**src/rphs_pkg.sv**
```systemverilog
// Shared constants, types and CRC step for the radio packet sequencer
package rphs_pkg;

    // Framing bytes, then the CRC polynomial and initial value
    localparam logic [7:0]  PREAMBLE_BYTE   = 8'haa;
    localparam logic [7:0]  SYNC_FIRST      = 8'h2d;
    localparam logic [7:0]  SYNC_SECOND     = 8'hd4;
    localparam logic [15:0] CRC_POLY        = 16'h8005;
    localparam logic [15:0] CRC_INIT        = 16'hffff;

    // Field lengths in bytes, then button width in bits, FIFO depth in entries and LED count
    localparam logic [7:0]  LEGACY_PRE_LEN  = 8'h04;
    localparam logic [7:0]  STATUS_PRE_LEN  = 8'h0d;
    localparam logic [7:0]  VAR_PRE_LEN     = 8'h04;
    localparam logic [7:0]  SYNC_LEN        = 8'h02;
    localparam logic [7:0]  LEGACY_BODY_LEN = 8'h03;
    localparam logic [7:0]  STATUS_BODY_LEN = 8'h07;
    localparam logic [7:0]  VAR_BODY_LEN    = 8'h01;
    localparam logic [7:0]  CRC_LEN         = 8'h02;
    localparam int          BUTTON_BITS     = 5;
    localparam int          FIFO_DEPTH      = 8;
    localparam int          LED_COUNT       = 4;

    // LED function codes
    localparam logic [1:0]  FN_KEEP         = 2'h0;
    localparam logic [1:0]  FN_OFF          = 2'h1;
    localparam logic [1:0]  FN_ON           = 2'h2;

    typedef enum logic [1:0] {
        PK_LEGACY = 2'b00,
        PK_STATUS = 2'b01,
        PK_VAR    = 2'b10
    } rphs_kind_t;

    // Transmit request, sampled on start
    typedef struct packed {
        rphs_kind_t  kind;
        logic [7:0]  cmd;
        logic [31:0] fob_id;
        logic [7:0]  status;
        logic [15:0] count;
        logic [7:0]  length;
    } rphs_tx_req_t;

    // Decoded key-fob status report
    typedef struct packed {
        logic [31:0]            fob_id;
        logic [BUTTON_BITS-1:0] buttons;
        logic [15:0]            count;
    } rphs_fob_rpt_t;

    // One byte through the CRC, msb first
    function automatic logic [15:0] rphs_crc_byte(input logic [15:0] c,
                                                  input logic [7:0]  d);
        logic [15:0] r;
        r = c;
        for (int i = 7; i >= 0; i--) begin
            r = (r[15] ^ d[i]) ? ((r << 1) ^ CRC_POLY) : (r << 1);
        end
        return r;
    endfunction

endpackage

```
**src/rphs_fifo.sv**
```systemverilog
// Payload FIFO with valid and ready on both sides
`timescale 1ns/100ps
module rphs_fifo #(
    parameter int WIDTH = 8,
    parameter int DEPTH = 8
) (
    input  wire logic             clock_in,
    input  wire logic             sys_rst_in,
    input  wire logic             ce_in,
    input  wire logic [WIDTH-1:0] in_data_in,
    input  wire logic             in_valid_in,
    output logic                  in_ready_out,
    output logic [WIDTH-1:0]      out_data_out,
    output logic                  out_valid_out,
    input  wire logic             out_ready_in
);
    localparam int AW = $clog2(DEPTH);
    localparam int CW = $clog2(DEPTH + 1);
    localparam logic [CW-1:0] FULL_CNT = CW'(DEPTH);
    localparam logic [AW-1:0] LAST_PTR = AW'(DEPTH - 1);

    typedef struct packed {
        logic [DEPTH-1:0][WIDTH-1:0] mem;
        logic [AW-1:0]               wr;
        logic [AW-1:0]               rd;
        logic [CW-1:0]               cnt;
        logic                        ready;
    } rphs_fifo_state_t;

    rphs_fifo_state_t s, next_s;
    logic push, pop;

    ////////////////////////////////////////////////////////////////////
    // Ready is registered so the source sees a flop, never a path
    always_comb begin
        next_s = s;
        push = in_valid_in && s.ready;
        pop  = out_ready_in && (s.cnt != '0);
        if (push) begin
            next_s.mem[s.wr] = in_data_in;
            next_s.wr = (s.wr == LAST_PTR) ? '0 : s.wr + 1'b1;
        end
        if (pop) begin
            next_s.rd = (s.rd == LAST_PTR) ? '0 : s.rd + 1'b1;
        end
        next_s.cnt = s.cnt + CW'(push) - CW'(pop);
        next_s.ready = (next_s.cnt != FULL_CNT);
    end

    always_ff @(posedge clock_in) begin
        if (sys_rst_in) begin
            s <= '0;
        end else if (ce_in) begin
            s <= next_s;
        end
    end

    assign in_ready_out  = s.ready;
    assign out_data_out  = s.mem[s.rd];
    assign out_valid_out = (s.cnt != '0);
endmodule // rphs_fifo

```
**src/rphs_sequencer.sv**
```systemverilog
// Packet framer and parser for the sub-GHz radio host side
//
// Contract
// - Legacy packet: 4 preamble, 2 sync, command, inverted command, command.
// - Command holds four 2-bit LED codes, output three in top pair.
// - Status packet: 13x 0xaa, 2d d4, id4, status, count2, crc2.
// - Four-byte identifier is unique per transmitter, used to tell them apart.
// - Button state is the low five bits of the status byte.
// - CRC-16 polynomial x16+x15+x2+1, register starts all ones.
// - Variable packet: 4-5 byte preamble, 16-bit sync, length, payload, CRC.
// - Length counts payload bytes; CRC covers length and payload.
// - After transmit completes, return to receive for the acknowledge.
`timescale 1ns/100ps
module rphs_sequencer
    import rphs_pkg::*;
#(
    parameter logic [7:0] VAR_PREAMBLE_BYTES = VAR_PRE_LEN,
    parameter int         PAY_DEPTH          = FIFO_DEPTH
) (
    input  wire logic                clock_in,
    input  wire logic                sys_rst_in,
    input  wire logic                ce_in,
    input  wire logic                tx_start_in,
    input  wire rphs_pkg::rphs_tx_req_t tx_req_in,
    output logic                     tx_busy_out,
    output logic                     tx_done_out,
    output logic                     rx_mode_out,
    input  wire logic [7:0]          pay_data_in,
    input  wire logic                pay_valid_in,
    output logic                     pay_ready_out,
    output logic [7:0]               tx_byte_out,
    output logic                     tx_valid_out,
    input  wire logic                tx_ready_in,
    input  wire logic                rx_start_in,
    input  wire rphs_pkg::rphs_kind_t rx_kind_in,
    input  wire logic [7:0]          rx_byte_in,
    input  wire logic                rx_valid_in,
    output logic                     cmd_ok_out,
    output logic                     fob_ok_out,
    output rphs_pkg::rphs_fob_rpt_t  fob_rpt_out,
    output logic                     var_ok_out,
    output logic [7:0]               rx_len_out,
    output logic [7:0]               rx_data_out,
    output logic                     rx_data_valid_out,
    output logic                     rx_err_out,
    output logic                     led_output_zero_out,
    output logic                     led_output_one_out,
    output logic                     led_output_two_out,
    output logic                     led_output_three_out
);
    import rphs_pkg::*;

    typedef enum logic [2:0] {
        TX_IDLE = 3'b000,
        TX_PRE  = 3'b001,
        TX_SYNC = 3'b010,
        TX_BODY = 3'b011,
        TX_PAY  = 3'b100,
        TX_CRC  = 3'b101
    } rphs_tx_st_t;

    typedef enum logic [1:0] {
        RX_IDLE = 2'b00,
        RX_HDR  = 2'b01,
        RX_PAY  = 2'b10,
        RX_CRC  = 2'b11
    } rphs_rx_st_t;

    typedef struct packed {
        rphs_tx_st_t          tx_st;
        logic [7:0]           tx_idx;
        rphs_tx_req_t         req;
        logic [15:0]          tx_crc;
        logic [7:0]           tx_byte;
        logic                 tx_valid;
        logic                 tx_done;
        logic                 busy;
        logic                 rx_mode;
        rphs_rx_st_t          rx_st;
        rphs_kind_t           rx_kind;
        logic [7:0]           rx_idx;
        logic [7:0]           rx_len;
        logic [15:0]          rx_crc;
        logic [7:0]           crc_hi;
        logic [55:0]          hdr;
        logic [LED_COUNT-1:0] leds;
        logic                 cmd_ok;
        logic                 fob_ok;
        logic                 var_ok;
        rphs_fob_rpt_t        rpt;
        logic [7:0]           rx_data;
        logic                 rx_data_valid;
        logic                 rx_err;
    } rphs_state_t;

    rphs_state_t s, next_s;
    logic [7:0]  fifo_data;
    logic        fifo_valid;
    logic        fifo_pop;
    logic        take;
    logic [7:0]  b;

    ////////////////////////////////////////////////////////////////////
    // Preamble length per format
    function automatic logic [7:0] pre_len(input rphs_kind_t k);
        return (k == PK_LEGACY) ? LEGACY_PRE_LEN
             : (k == PK_STATUS) ? STATUS_PRE_LEN : VAR_PREAMBLE_BYTES;
    endfunction

    // Body length after sync
    function automatic logic [7:0] body_len(input rphs_kind_t k);
        return (k == PK_LEGACY) ? LEGACY_BODY_LEN
             : (k == PK_STATUS) ? STATUS_BODY_LEN : VAR_BODY_LEN;
    endfunction

    // Body byte at an index; identifier and counter go msb first
    function automatic logic [7:0] body_byte(input rphs_tx_req_t r,
                                             input logic [7:0]   i);
        logic [55:0] f;
        f = {r.fob_id, r.status, r.count};
        case (r.kind)
            PK_LEGACY: return (i == 8'h01) ? ~r.cmd : r.cmd;
            PK_STATUS: return f[8*(6-i) +: 8];
            default:   return r.length;
        endcase
    endfunction

    // Apply four two-bit LED codes, output zero in the low pair
    function automatic logic [LED_COUNT-1:0] led_apply(
            input logic [LED_COUNT-1:0] cur, input logic [7:0] cmd);
        logic [LED_COUNT-1:0] r;
        r = cur;
        for (int i = 0; i < LED_COUNT; i++) begin
            if (cmd[2*i +: 2] inside {FN_ON, FN_OFF}) begin
                r[i] = (cmd[2*i +: 2] == FN_ON);
            end
        end
        return r;
    endfunction

    ////////////////////////////////////////////////////////////////////
    // Payload buffer; its ready stalls the payload source
    rphs_fifo #(
        .WIDTH (8),
        .DEPTH (PAY_DEPTH)
    ) u_pay_fifo (
        .clock_in      (clock_in),
        .sys_rst_in    (sys_rst_in),
        .ce_in         (ce_in),
        .in_data_in    (pay_data_in),
        .in_valid_in   (pay_valid_in),
        .in_ready_out  (pay_ready_out),
        .out_data_out  (fifo_data),
        .out_valid_out (fifo_valid),
        .out_ready_in  (fifo_pop)
    );

    ////////////////////////////////////////////////////////////////////
    // Next-state logic for both the framer and the parser
    always_comb begin
        next_s = s;
        next_s.tx_done = 1'b0;
        next_s.cmd_ok = 1'b0;
        next_s.fob_ok = 1'b0;
        next_s.var_ok = 1'b0;
        next_s.rx_data_valid = 1'b0;
        next_s.rx_err = 1'b0;
        fifo_pop = 1'b0;
        b = rx_byte_in;
        // On ready, every busy state but a dry payload wait loads a byte
        take = !s.tx_valid || tx_ready_in;
        if (take) begin
            next_s.tx_valid = (s.tx_st != TX_IDLE) &&
                              (s.tx_st != TX_PAY || fifo_valid);
            next_s.tx_idx = s.tx_idx + 8'(next_s.tx_valid);
        end

        // Framer
        case (s.tx_st)
            TX_IDLE: begin
                if (tx_start_in) begin
                    next_s.req = tx_req_in;
                    next_s.tx_st = TX_PRE;
                    next_s.tx_idx = '0;
                    next_s.rx_mode = 1'b0;
                end
            end
            TX_PRE: begin
                if (take) begin
                    next_s.tx_byte = PREAMBLE_BYTE;
                    if (s.tx_idx == pre_len(s.req.kind) - 8'h01) begin
                        next_s.tx_st = TX_SYNC;
                        next_s.tx_idx = '0;
                    end
                end
            end
            TX_SYNC: begin
                if (take) begin
                    next_s.tx_byte = (s.tx_idx == '0) ? SYNC_FIRST
                                                      : SYNC_SECOND;
                    next_s.tx_crc = CRC_INIT;
                    if (s.tx_idx == SYNC_LEN - 8'h01) begin
                        next_s.tx_st = TX_BODY;
                        next_s.tx_idx = '0;
                    end
                end
            end
            TX_BODY: begin
                if (take) begin
                    next_s.tx_byte = body_byte(s.req, s.tx_idx);
                    next_s.tx_crc = rphs_crc_byte(s.tx_crc,
                                                  next_s.tx_byte);
                    if (s.tx_idx == body_len(s.req.kind) - 8'h01) begin
                        next_s.tx_idx = '0;
                        if (s.req.kind == PK_LEGACY) begin
                            next_s.tx_st = TX_IDLE;
                            next_s.tx_done = 1'b1;
                            next_s.rx_mode = 1'b1;
                        end else if (s.req.kind == PK_VAR &&
                                     s.req.length != '0) begin
                            next_s.tx_st = TX_PAY;
                        end else begin
                            next_s.tx_st = TX_CRC;
                        end
                    end
                end
            end
            TX_PAY: begin
                // Stalls here while the payload buffer runs dry
                if (take && fifo_valid) begin
                    fifo_pop = 1'b1;
                    next_s.tx_byte = fifo_data;
                    next_s.tx_crc = rphs_crc_byte(s.tx_crc, fifo_data);
                    if (s.tx_idx == s.req.length - 8'h01) begin
                        next_s.tx_st = TX_CRC;
                        next_s.tx_idx = '0;
                    end
                end
            end
            TX_CRC: begin
                if (take) begin
                    next_s.tx_byte = (s.tx_idx == '0) ? s.tx_crc[15:8]
                                                      : s.tx_crc[7:0];
                    if (s.tx_idx == CRC_LEN - 8'h01) begin
                        next_s.tx_st = TX_IDLE;
                        next_s.tx_done = 1'b1;
                        next_s.rx_mode = 1'b1;
                    end
                end
            end
            default: next_s.tx_st = TX_IDLE;
        endcase
        next_s.busy = (next_s.tx_st != TX_IDLE);

        // Parser; a fresh start abandons any packet in progress
        if (rx_start_in) begin
            next_s.rx_st = RX_HDR;
            next_s.rx_kind = rx_kind_in;
            next_s.rx_idx = '0;
            next_s.rx_crc = CRC_INIT;
            next_s.hdr = '0;
        end else if (rx_valid_in) begin
            case (s.rx_st)
                RX_HDR: begin
                    next_s.hdr = {s.hdr[47:0], b};
                    next_s.rx_crc = rphs_crc_byte(s.rx_crc, b);
                    next_s.rx_idx = s.rx_idx + 8'h01;
                    if (s.rx_kind == PK_LEGACY) begin
                        if (s.rx_idx == LEGACY_BODY_LEN - 8'h01) begin
                            next_s.rx_st = RX_IDLE;
                            if (s.hdr[7:0] == ~s.hdr[15:8] &&
                                b == s.hdr[15:8]) begin
                                next_s.leds = led_apply(s.leds, b);
                                next_s.cmd_ok = 1'b1;
                            end else begin
                                next_s.rx_err = 1'b1;
                            end
                        end
                    end else if (s.rx_kind == PK_STATUS) begin
                        if (s.rx_idx == STATUS_BODY_LEN - 8'h01) begin
                            next_s.rx_st = RX_CRC;
                            next_s.rx_idx = '0;
                        end
                    end else begin
                        next_s.rx_len = b;
                        next_s.rx_idx = '0;
                        next_s.rx_st = (b == '0) ? RX_CRC : RX_PAY;
                    end
                end
                RX_PAY: begin
                    next_s.rx_data = b;
                    next_s.rx_data_valid = 1'b1;
                    next_s.rx_crc = rphs_crc_byte(s.rx_crc, b);
                    next_s.rx_idx = s.rx_idx + 8'h01;
                    if (s.rx_idx == s.rx_len - 8'h01) begin
                        next_s.rx_st = RX_CRC;
                        next_s.rx_idx = '0;
                    end
                end
                RX_CRC: begin
                    next_s.rx_idx = s.rx_idx + 8'h01;
                    if (s.rx_idx == '0) begin
                        next_s.crc_hi = b;
                    end else begin
                        next_s.rx_st = RX_IDLE;
                        if ({s.crc_hi, b} != s.rx_crc) begin
                            next_s.rx_err = 1'b1;
                        end else if (s.rx_kind == PK_STATUS) begin
                            next_s.rpt.fob_id = s.hdr[55:24];
                            next_s.rpt.buttons =
                                s.hdr[16 +: BUTTON_BITS];
                            next_s.rpt.count = s.hdr[15:0];
                            next_s.fob_ok = 1'b1;
                        end else begin
                            next_s.var_ok = 1'b1;
                        end
                    end
                end
                default: ;
            endcase
        end
    end

    ////////////////////////////////////////////////////////////////////
    // State register; clock enable freezes everything
    always_ff @(posedge clock_in) begin
        if (sys_rst_in) begin
            s <= '0;
        end else if (ce_in) begin
            s <= next_s;
        end
    end

    // Outputs straight from the state register
    assign tx_busy_out          = s.busy;
    assign tx_done_out          = s.tx_done;
    assign rx_mode_out          = s.rx_mode;
    assign tx_byte_out          = s.tx_byte;
    assign tx_valid_out         = s.tx_valid;
    assign cmd_ok_out           = s.cmd_ok;
    assign fob_ok_out           = s.fob_ok;
    assign fob_rpt_out          = s.rpt;
    assign var_ok_out           = s.var_ok;
    assign rx_len_out           = s.rx_len;
    assign rx_data_out          = s.rx_data;
    assign rx_data_valid_out    = s.rx_data_valid;
    assign rx_err_out           = s.rx_err;
    assign led_output_zero_out  = s.leds[0];
    assign led_output_one_out   = s.leds[1];
    assign led_output_two_out   = s.leds[2];
    assign led_output_three_out = s.leds[3];
endmodule // rphs_sequencer

```
**config.mk**
```make
export PLATFORM = sky130hd
export DESIGN_NAME = rphs_sequencer
export DESIGN_NICKNAME = d
export VERILOG_FILES = /design/src/rphs_pkg.sv /design/src/rphs_fifo.sv /design/src/rphs_sequencer.sv
export SDC_FILE = /design/constraint.sdc
export NUM_CORES = 1
export LEC_CHECK = 0
export BUFFER_PORTS_ARGS = -buffer_cell sky130_fd_sc_hd__buf_4
export CAP_MARGIN = 20
export CORE_ASPECT_RATIO = 1.75
export CORE_UTILIZATION = 45
export DETAILED_ROUTE_END_ITERATION = 7
export GPL_ROUTABILITY_DRIVEN = 0
export GPL_TIMING_DRIVEN = 1
export PLACE_DENSITY_LB_ADDON = 0.2
export SLEW_MARGIN = 10
export SYNTH_ARGS = -nofsm -noshare
export SYNTH_HDL_FRONTEND = slang
export SYNTH_SLANG_ARGS = --single-unit
```
**constraint.sdc**
```tcl
create_clock -name clock_in -period 3.9 [get_ports clock_in]
set_clock_uncertainty 0.2 [all_clocks]
set_input_delay 0.78 -clock clock_in [delete_from_list [all_inputs] [get_ports clock_in]]
set_output_delay 0.78 -clock clock_in [all_outputs]
set_load 0.01 [all_outputs]
```
After elaboration in Yosys (flattened, before gate mapping)
Index checks and enable logic that the tools add are counted.
Word-level totals
  output and inout bits: 91
  register bits after elaboration: 358
Cells by class
  multiplexer cells: 125
  order comparisons: 3
  reduce and logical (&&, ||, !) cells: 52
  equality and inequality tests: 46
  shift-type cells: 1
  bitwise operators: 54
  $add $sub $neg: 11
Operator list (count)
  $mux 16: 27
  $mux 166: 1
  $mux 55: 3
  $mux 8: 18
  $mux 11: 8
  $mux 85: 1
  $pmux 8 s5: 2
  $mux 24: 3
  $not 3->3: 23
  $mux 66: 1
  $bwmux 64: 1
  $mux 61: 1
  $mux 56: 1
  $shiftx 56x33->8: 1
  $mux 53: 1
  $eq 8x8->1: 6
  $pmux 16 s3: 1
  $reduce_and 8->1: 5
  $mux 1: 26
  $bmux 8 s3: 1
  $demux 8 s3: 1
  $logic_not 8->1: 3
  $pmux 8 s3: 1
  $xor 1x1->1: 24
  other kinds (53): 132

Logic depth before layout (Yosys ltp)
  depth in word-level cells: 23
  gate-level depth with buffers: 14
  depth with buffers taken out: 13

Cells and area by module
From an unflattened synthesis, not the netlist that was laid out.
Unflattened totals
  cells, all modules: 2166
  area, all modules: 17688.2 µm²
Modules (own cells, without submodules)
  rphs_sequencer: cells each 1757, sequential area each 5665.4 µm², instances 1, area each 13997.2 µm²
  rphs_fifo: cells each 409, sequential area each 1501.4 µm², instances 1, area each 3691.0 µm²

Worst setup path after synthesis
OpenSTA, ideal clock, no wires.
  path kind: flip-flop to flip-flop
  start: reg s[272] (netlist name)
  end: reg s[197] (netlist name)
  slack: 17 ps
  data required time: 3621 ps
  data arrival time: 3605 ps
  setup time: 79 ps
  stages on the path, launching flop included: 14
  clock period less this slack: 3883 ps
  cells stage by stage: dfxtp_1 > clkbuf_1 > inv_1 > ha_1 > buf_2 > buf_1 > mux4_2 > nor2_1 > o31ai_2 > xnor2_1 > xor2_1 > xor3_1 > or3_1 > o211ai_1
Between the ends
  word-level cells in the longest chain between the ends: 23
Ends and longest elaborated chain
  start: declaration: RTL line rphs_sequencer.sv:96  | rphs_state_t s, next_s;
  start signal: assignment: RTL line rphs_sequencer.sv:330  | s <= next_s;
  $sub 3x8->9 or $eq 8x1->1 (tied branches): RTL line rphs_sequencer.sv:123, rphs_sequencer.sv:122
  $shiftx 56x33->8 or $mux 8 (tied branches): RTL line rphs_sequencer.sv:123, rphs_sequencer.sv:122
  $pmux 8 s2 *: RTL line rphs_sequencer.sv:121  | case (r.kind)
  $mux 8 *: RTL line rphs_sequencer.sv:209  | if (take) begin
  $mux 8 *: RTL line rphs_sequencer.sv:179  | case (s.tx_st)
  $xor 1x1->1: RTL line rphs_pkg.sv:58  | r = (r[15] ^ d[i]) ? ((r << 1) ^ CRC_POLY) : (r << 1);
  $mux 16: RTL line rphs_pkg.sv:58
  $xor 1x1->1: RTL line rphs_pkg.sv:58
  [7 not listed]
  $xor 1x1->1: RTL line rphs_pkg.sv:58
  $mux 16: RTL line rphs_pkg.sv:58
  $xor 1x1->1: RTL line rphs_pkg.sv:58
  $mux 16: RTL line rphs_pkg.sv:58
  $xor 1x1->1 *: RTL line rphs_pkg.sv:58
  $mux 16 *: RTL line rphs_pkg.sv:58
  $mux 24 *: RTL line rphs_sequencer.sv:209
  $pmux 16 s3 *: RTL line rphs_sequencer.sv:179
Every way passes the cells marked *; elsewhere a longest branch is shown, timed or not. The select of a mux whose other input is x is not followed.
A chain may end at the register's enable or synchronous reset.

Final worst setup path
  start: reg s[273] (netlist name)
  end: reg s[197] (netlist name)
Same word-level chain as after synthesis.

==> impl_metrics.toml <==
[synthesis]
synth_enable_flop_cells = 0
synth-async-reset-ratio = 0
sequential_fraction_of_the_synthesis_area = 0.414
ys.warnings.count = 0
syn_nets = 2126
count_of_unique_library_cells_instantiated_by_yosys = 71
synth.cell_area_mm2 = 0.0173
postSynthCellCount = 1995
dominantRegCellSynth = "dfxtp_1"
synth_area_per_cell_um2 = 8.69
synth-seq-cells = 358

[timing]
setup_violations = 0
whs_ns = 0.257
grt_setup_unrepaired = "no"
number_of_endpoints_with_negative_hold_slack_in_the_final_report = 0
finalCritPeriodShare = 0.963
tightest_slew_ns = 0.833
final_critical_path_setup_slack_ns = 0.143
slew_headroom = 0.442
totalNegativeSetupSlack_ns = 0
finalCriticalPeriod_ns = 3.76
max_freq_mhz = 266
timing_max_transition_violations_final = 0

[worst_hold_path]
type_of_the_tightest_min_delay_check = "reg2reg"
min_path_cells = 2

[routing]
drt.antenna.violating_nets = 0
via_count = 14029
drc = 0
routed_wl_mm = 47.2
route.detailed.vias_per_inst = 5.49
wl_per_cell_um = 18.5
drt_first_pass_iters = 5
initialDrtViolationCount = 603

[layout]
areaGrowthSynthToFinish_pct = 15.1
stdcell_area_mm2 = 0.0199
drive_gt1_frac = 0.163
final_net_count = 2182
antenna_cells = 0
finalNonFillerCells = 2557
layout.cells.most_common_list = "dfxtp_1, nor2_1, nand2_1, buf_4, mux2i_1"
most_common_library_cell_in_the_layout_ignoring_fill_and_taps = "dfxtp_1"
utilization = 0.528
n_fill_cell = 3495

[setup_path]
cp_data_required_time_ns = 4.14
worst-path-max-fanout = 22
worst_setup_end_kind = "flop"
worst-r2r-cell-count = 12
endpoint_arrival_time_on_the_critical_path_ns = 4.00
cp-start-kind = "flop"
path_class = "reg2reg"

[clock_network]
clk_transition_reported_paths_ns = 0.06
cts_hold_buffers = 0
cts_tree = "done"
skew_pair_late_insertion_delay_ns = 0.53
cts-root-to-sink-buffers = 3
num_cts_buffers = 35
cts.htree.levels = 2
clock-root-buffer = "clkbuf_16"
cts.sink_count = 358

[die]
floorplan.initialDensity = 0.459
core_area_mm2 = 0.0378
io_pins = 191
width_of_the_die_um = 150
die_y_um = 262
die-area_mm2 = 0.0393
core.rowCount = 94

[flow_run]
max_cap_violations = 0

[grt]
maximum_number_of_pins_on_one_net_before_global_route_repair = 105
grt_first_pass_wirelength_mm = 75.0
grt.overflow.total = 0
initial_antenna_violation_count = 0
grt_pass1_vias = 14129
gr-usage-all-layers = 0.242

[place]
detailed_place_hpwl_mm = 34.0
place_ws_ns = 0.0849
numPortBuffers = 190
dp_cells = 2492
placement.cell_area_mm2 = 0.0187

[run_status]
status = "finished clean"

[power_and_ir_drop]
leakage_power_summed_over_all_cells_nw = 7.61
power.density_cell_area_mw_per_mm2 = 433
vdd.ir_drop.worst_uv = 354
total_power_mw = 8.64
## sequential cells by signal, indices dropped and copies added, names as in the netlist
| register | cells |
|---|---|
| cmd_ok_out | 1 |
| fob_ok_out | 1 |
| fob_rpt_out | 53 |
| led_output_one_out | 1 |
| led_output_three_out | 1 |
| led_output_two_out | 1 |
| led_output_zero_out | 1 |
| rx_data_out | 8 |
| rx_data_valid_out | 1 |
| rx_err_out | 1 |
| rx_len_out | 8 |
| rx_mode_out | 1 |
| s | 193 |
| tx_busy_out | 1 |
| tx_byte_out | 8 |
| tx_done_out | 1 |
| tx_valid_out | 1 |
| u_pay_fifo.in_ready_out | 1 |
| u_pay_fifo.s | 74 |
| var_ok_out | 1 |
## power by group
part           total [mW]  internal [mW]  switching (mW)  leakage, nW
logic                1.13          0.501           0.634         4.11
registers            3.84           3.74           0.100         2.90
clock network        3.66           2.16            1.49        0.604
total                8.64           6.41            2.23         7.61
## worst max-delay path: stages (launching register included)
cell,delay (ns)
dfxtp_1,0.35
buf_4,0.17
inv_1,0.08
ha_1,0.34
buf_12,0.18
mux4_2,0.30
o21ai_0,0.37
o21a_1,0.25
xnor2_1,0.20
xnor3_2,0.43
xor3_1,0.26
or4b_1,0.45
o211ai_1,0.10
## logic make-up (layout without fill, tap and decap cells)
kind of cell / count (synthesis) / after routing / share of synthesized area
and+or+nand+nor: 717 / 717 / 0.181
DFF: 358 / 358 / 0.414
AOI/OAI and AO/OA: 320 / 320 / 0.117
buffers and inverters: 250 / 332 / 0.0718
muxes: 201 / 201 / 0.130
xor gates and xnor gates: 118 / 118 / 0.0638
adders and majority gates: 31 / 31 / 0.0228
## area by class of cell
type	count	area (um2)	share of cell area
flip-flops and latches	358	7170	0.359
well taps	480	601	0.0301
repair buffers	235	1860	0.0932
clock inverters	14	193	0.00966
clock buffers	49	1050	0.0527
multi-input cells	1387	8950	0.449
inverters	34	128	0.00640
## routing by layer
layer | part of all wire | up-vias | global-route usage
met4 | 0.051 | 0 | 0.125
met1 | 0.37 | 6681 | 0.255
li1 | - | 6881 | -
met3 | 0.045 | 122 | 0.0380
met2 | 0.53 | 345 | 0.456
met5 | 0 | - | 0
## repair_timing
action | CTS | global route
buffers inserted | 0 | 2
resized for setup | 0 | 3
endpoints found under the setup margin | 0 | 2
## synthesized netlist by cell type, drive strengths merged (4+ instances only)
library cell,count,share of area
dfxtp,358,0.41
and2,9,0.0032
nand2b,9,0.0032
a31oi,11,0.0040
o211ai,4,0.0017
mux4,19,0.025
nand3,23,0.0069
xnor2,80,0.041
a21oi,146,0.042
o22ai,8,0.0029
ha,30,0.022
nand2,228,0.049
clkbuf,111,0.024
o21a,5,0.0022
inv,32,0.0069
mux2i,177,0.10
or3,7,0.0025
a311oi,4,0.0020
buf,105,0.040
nor2b,12,0.0043
o21ai,30,0.0087
nor3b,19,0.0082
a22oi,59,0.026
and3,9,0.0032
o31ai,4,0.0031
nand3b,5,0.0022
nand4,11,0.0040
a211oi,10,0.0043
nor2,308,0.067
xor2,34,0.018
or4,7,0.0030
nor4,11,0.0043
mux2,5,0.0032
a211o,5,0.0025
a221oi,10,0.0051
o221ai,5,0.0029
nor3,49,0.014
## path summary, 6_finish.rpt
| check | startpoint | end | slack (ns) |
|---|---|---|---|
| worst max-delay path | s[273] | s[197] | 0.14 |
| worst min-delay path | rx_data_out[2] | rx_data_out[2] | 0.26 |
| worst max register to register | s[273] | s[197] | 0.14 |
| worst min register to register | rx_data_out[2] | rx_data_out[2] | 0.26 |
(Power assumes the default switching activity.)
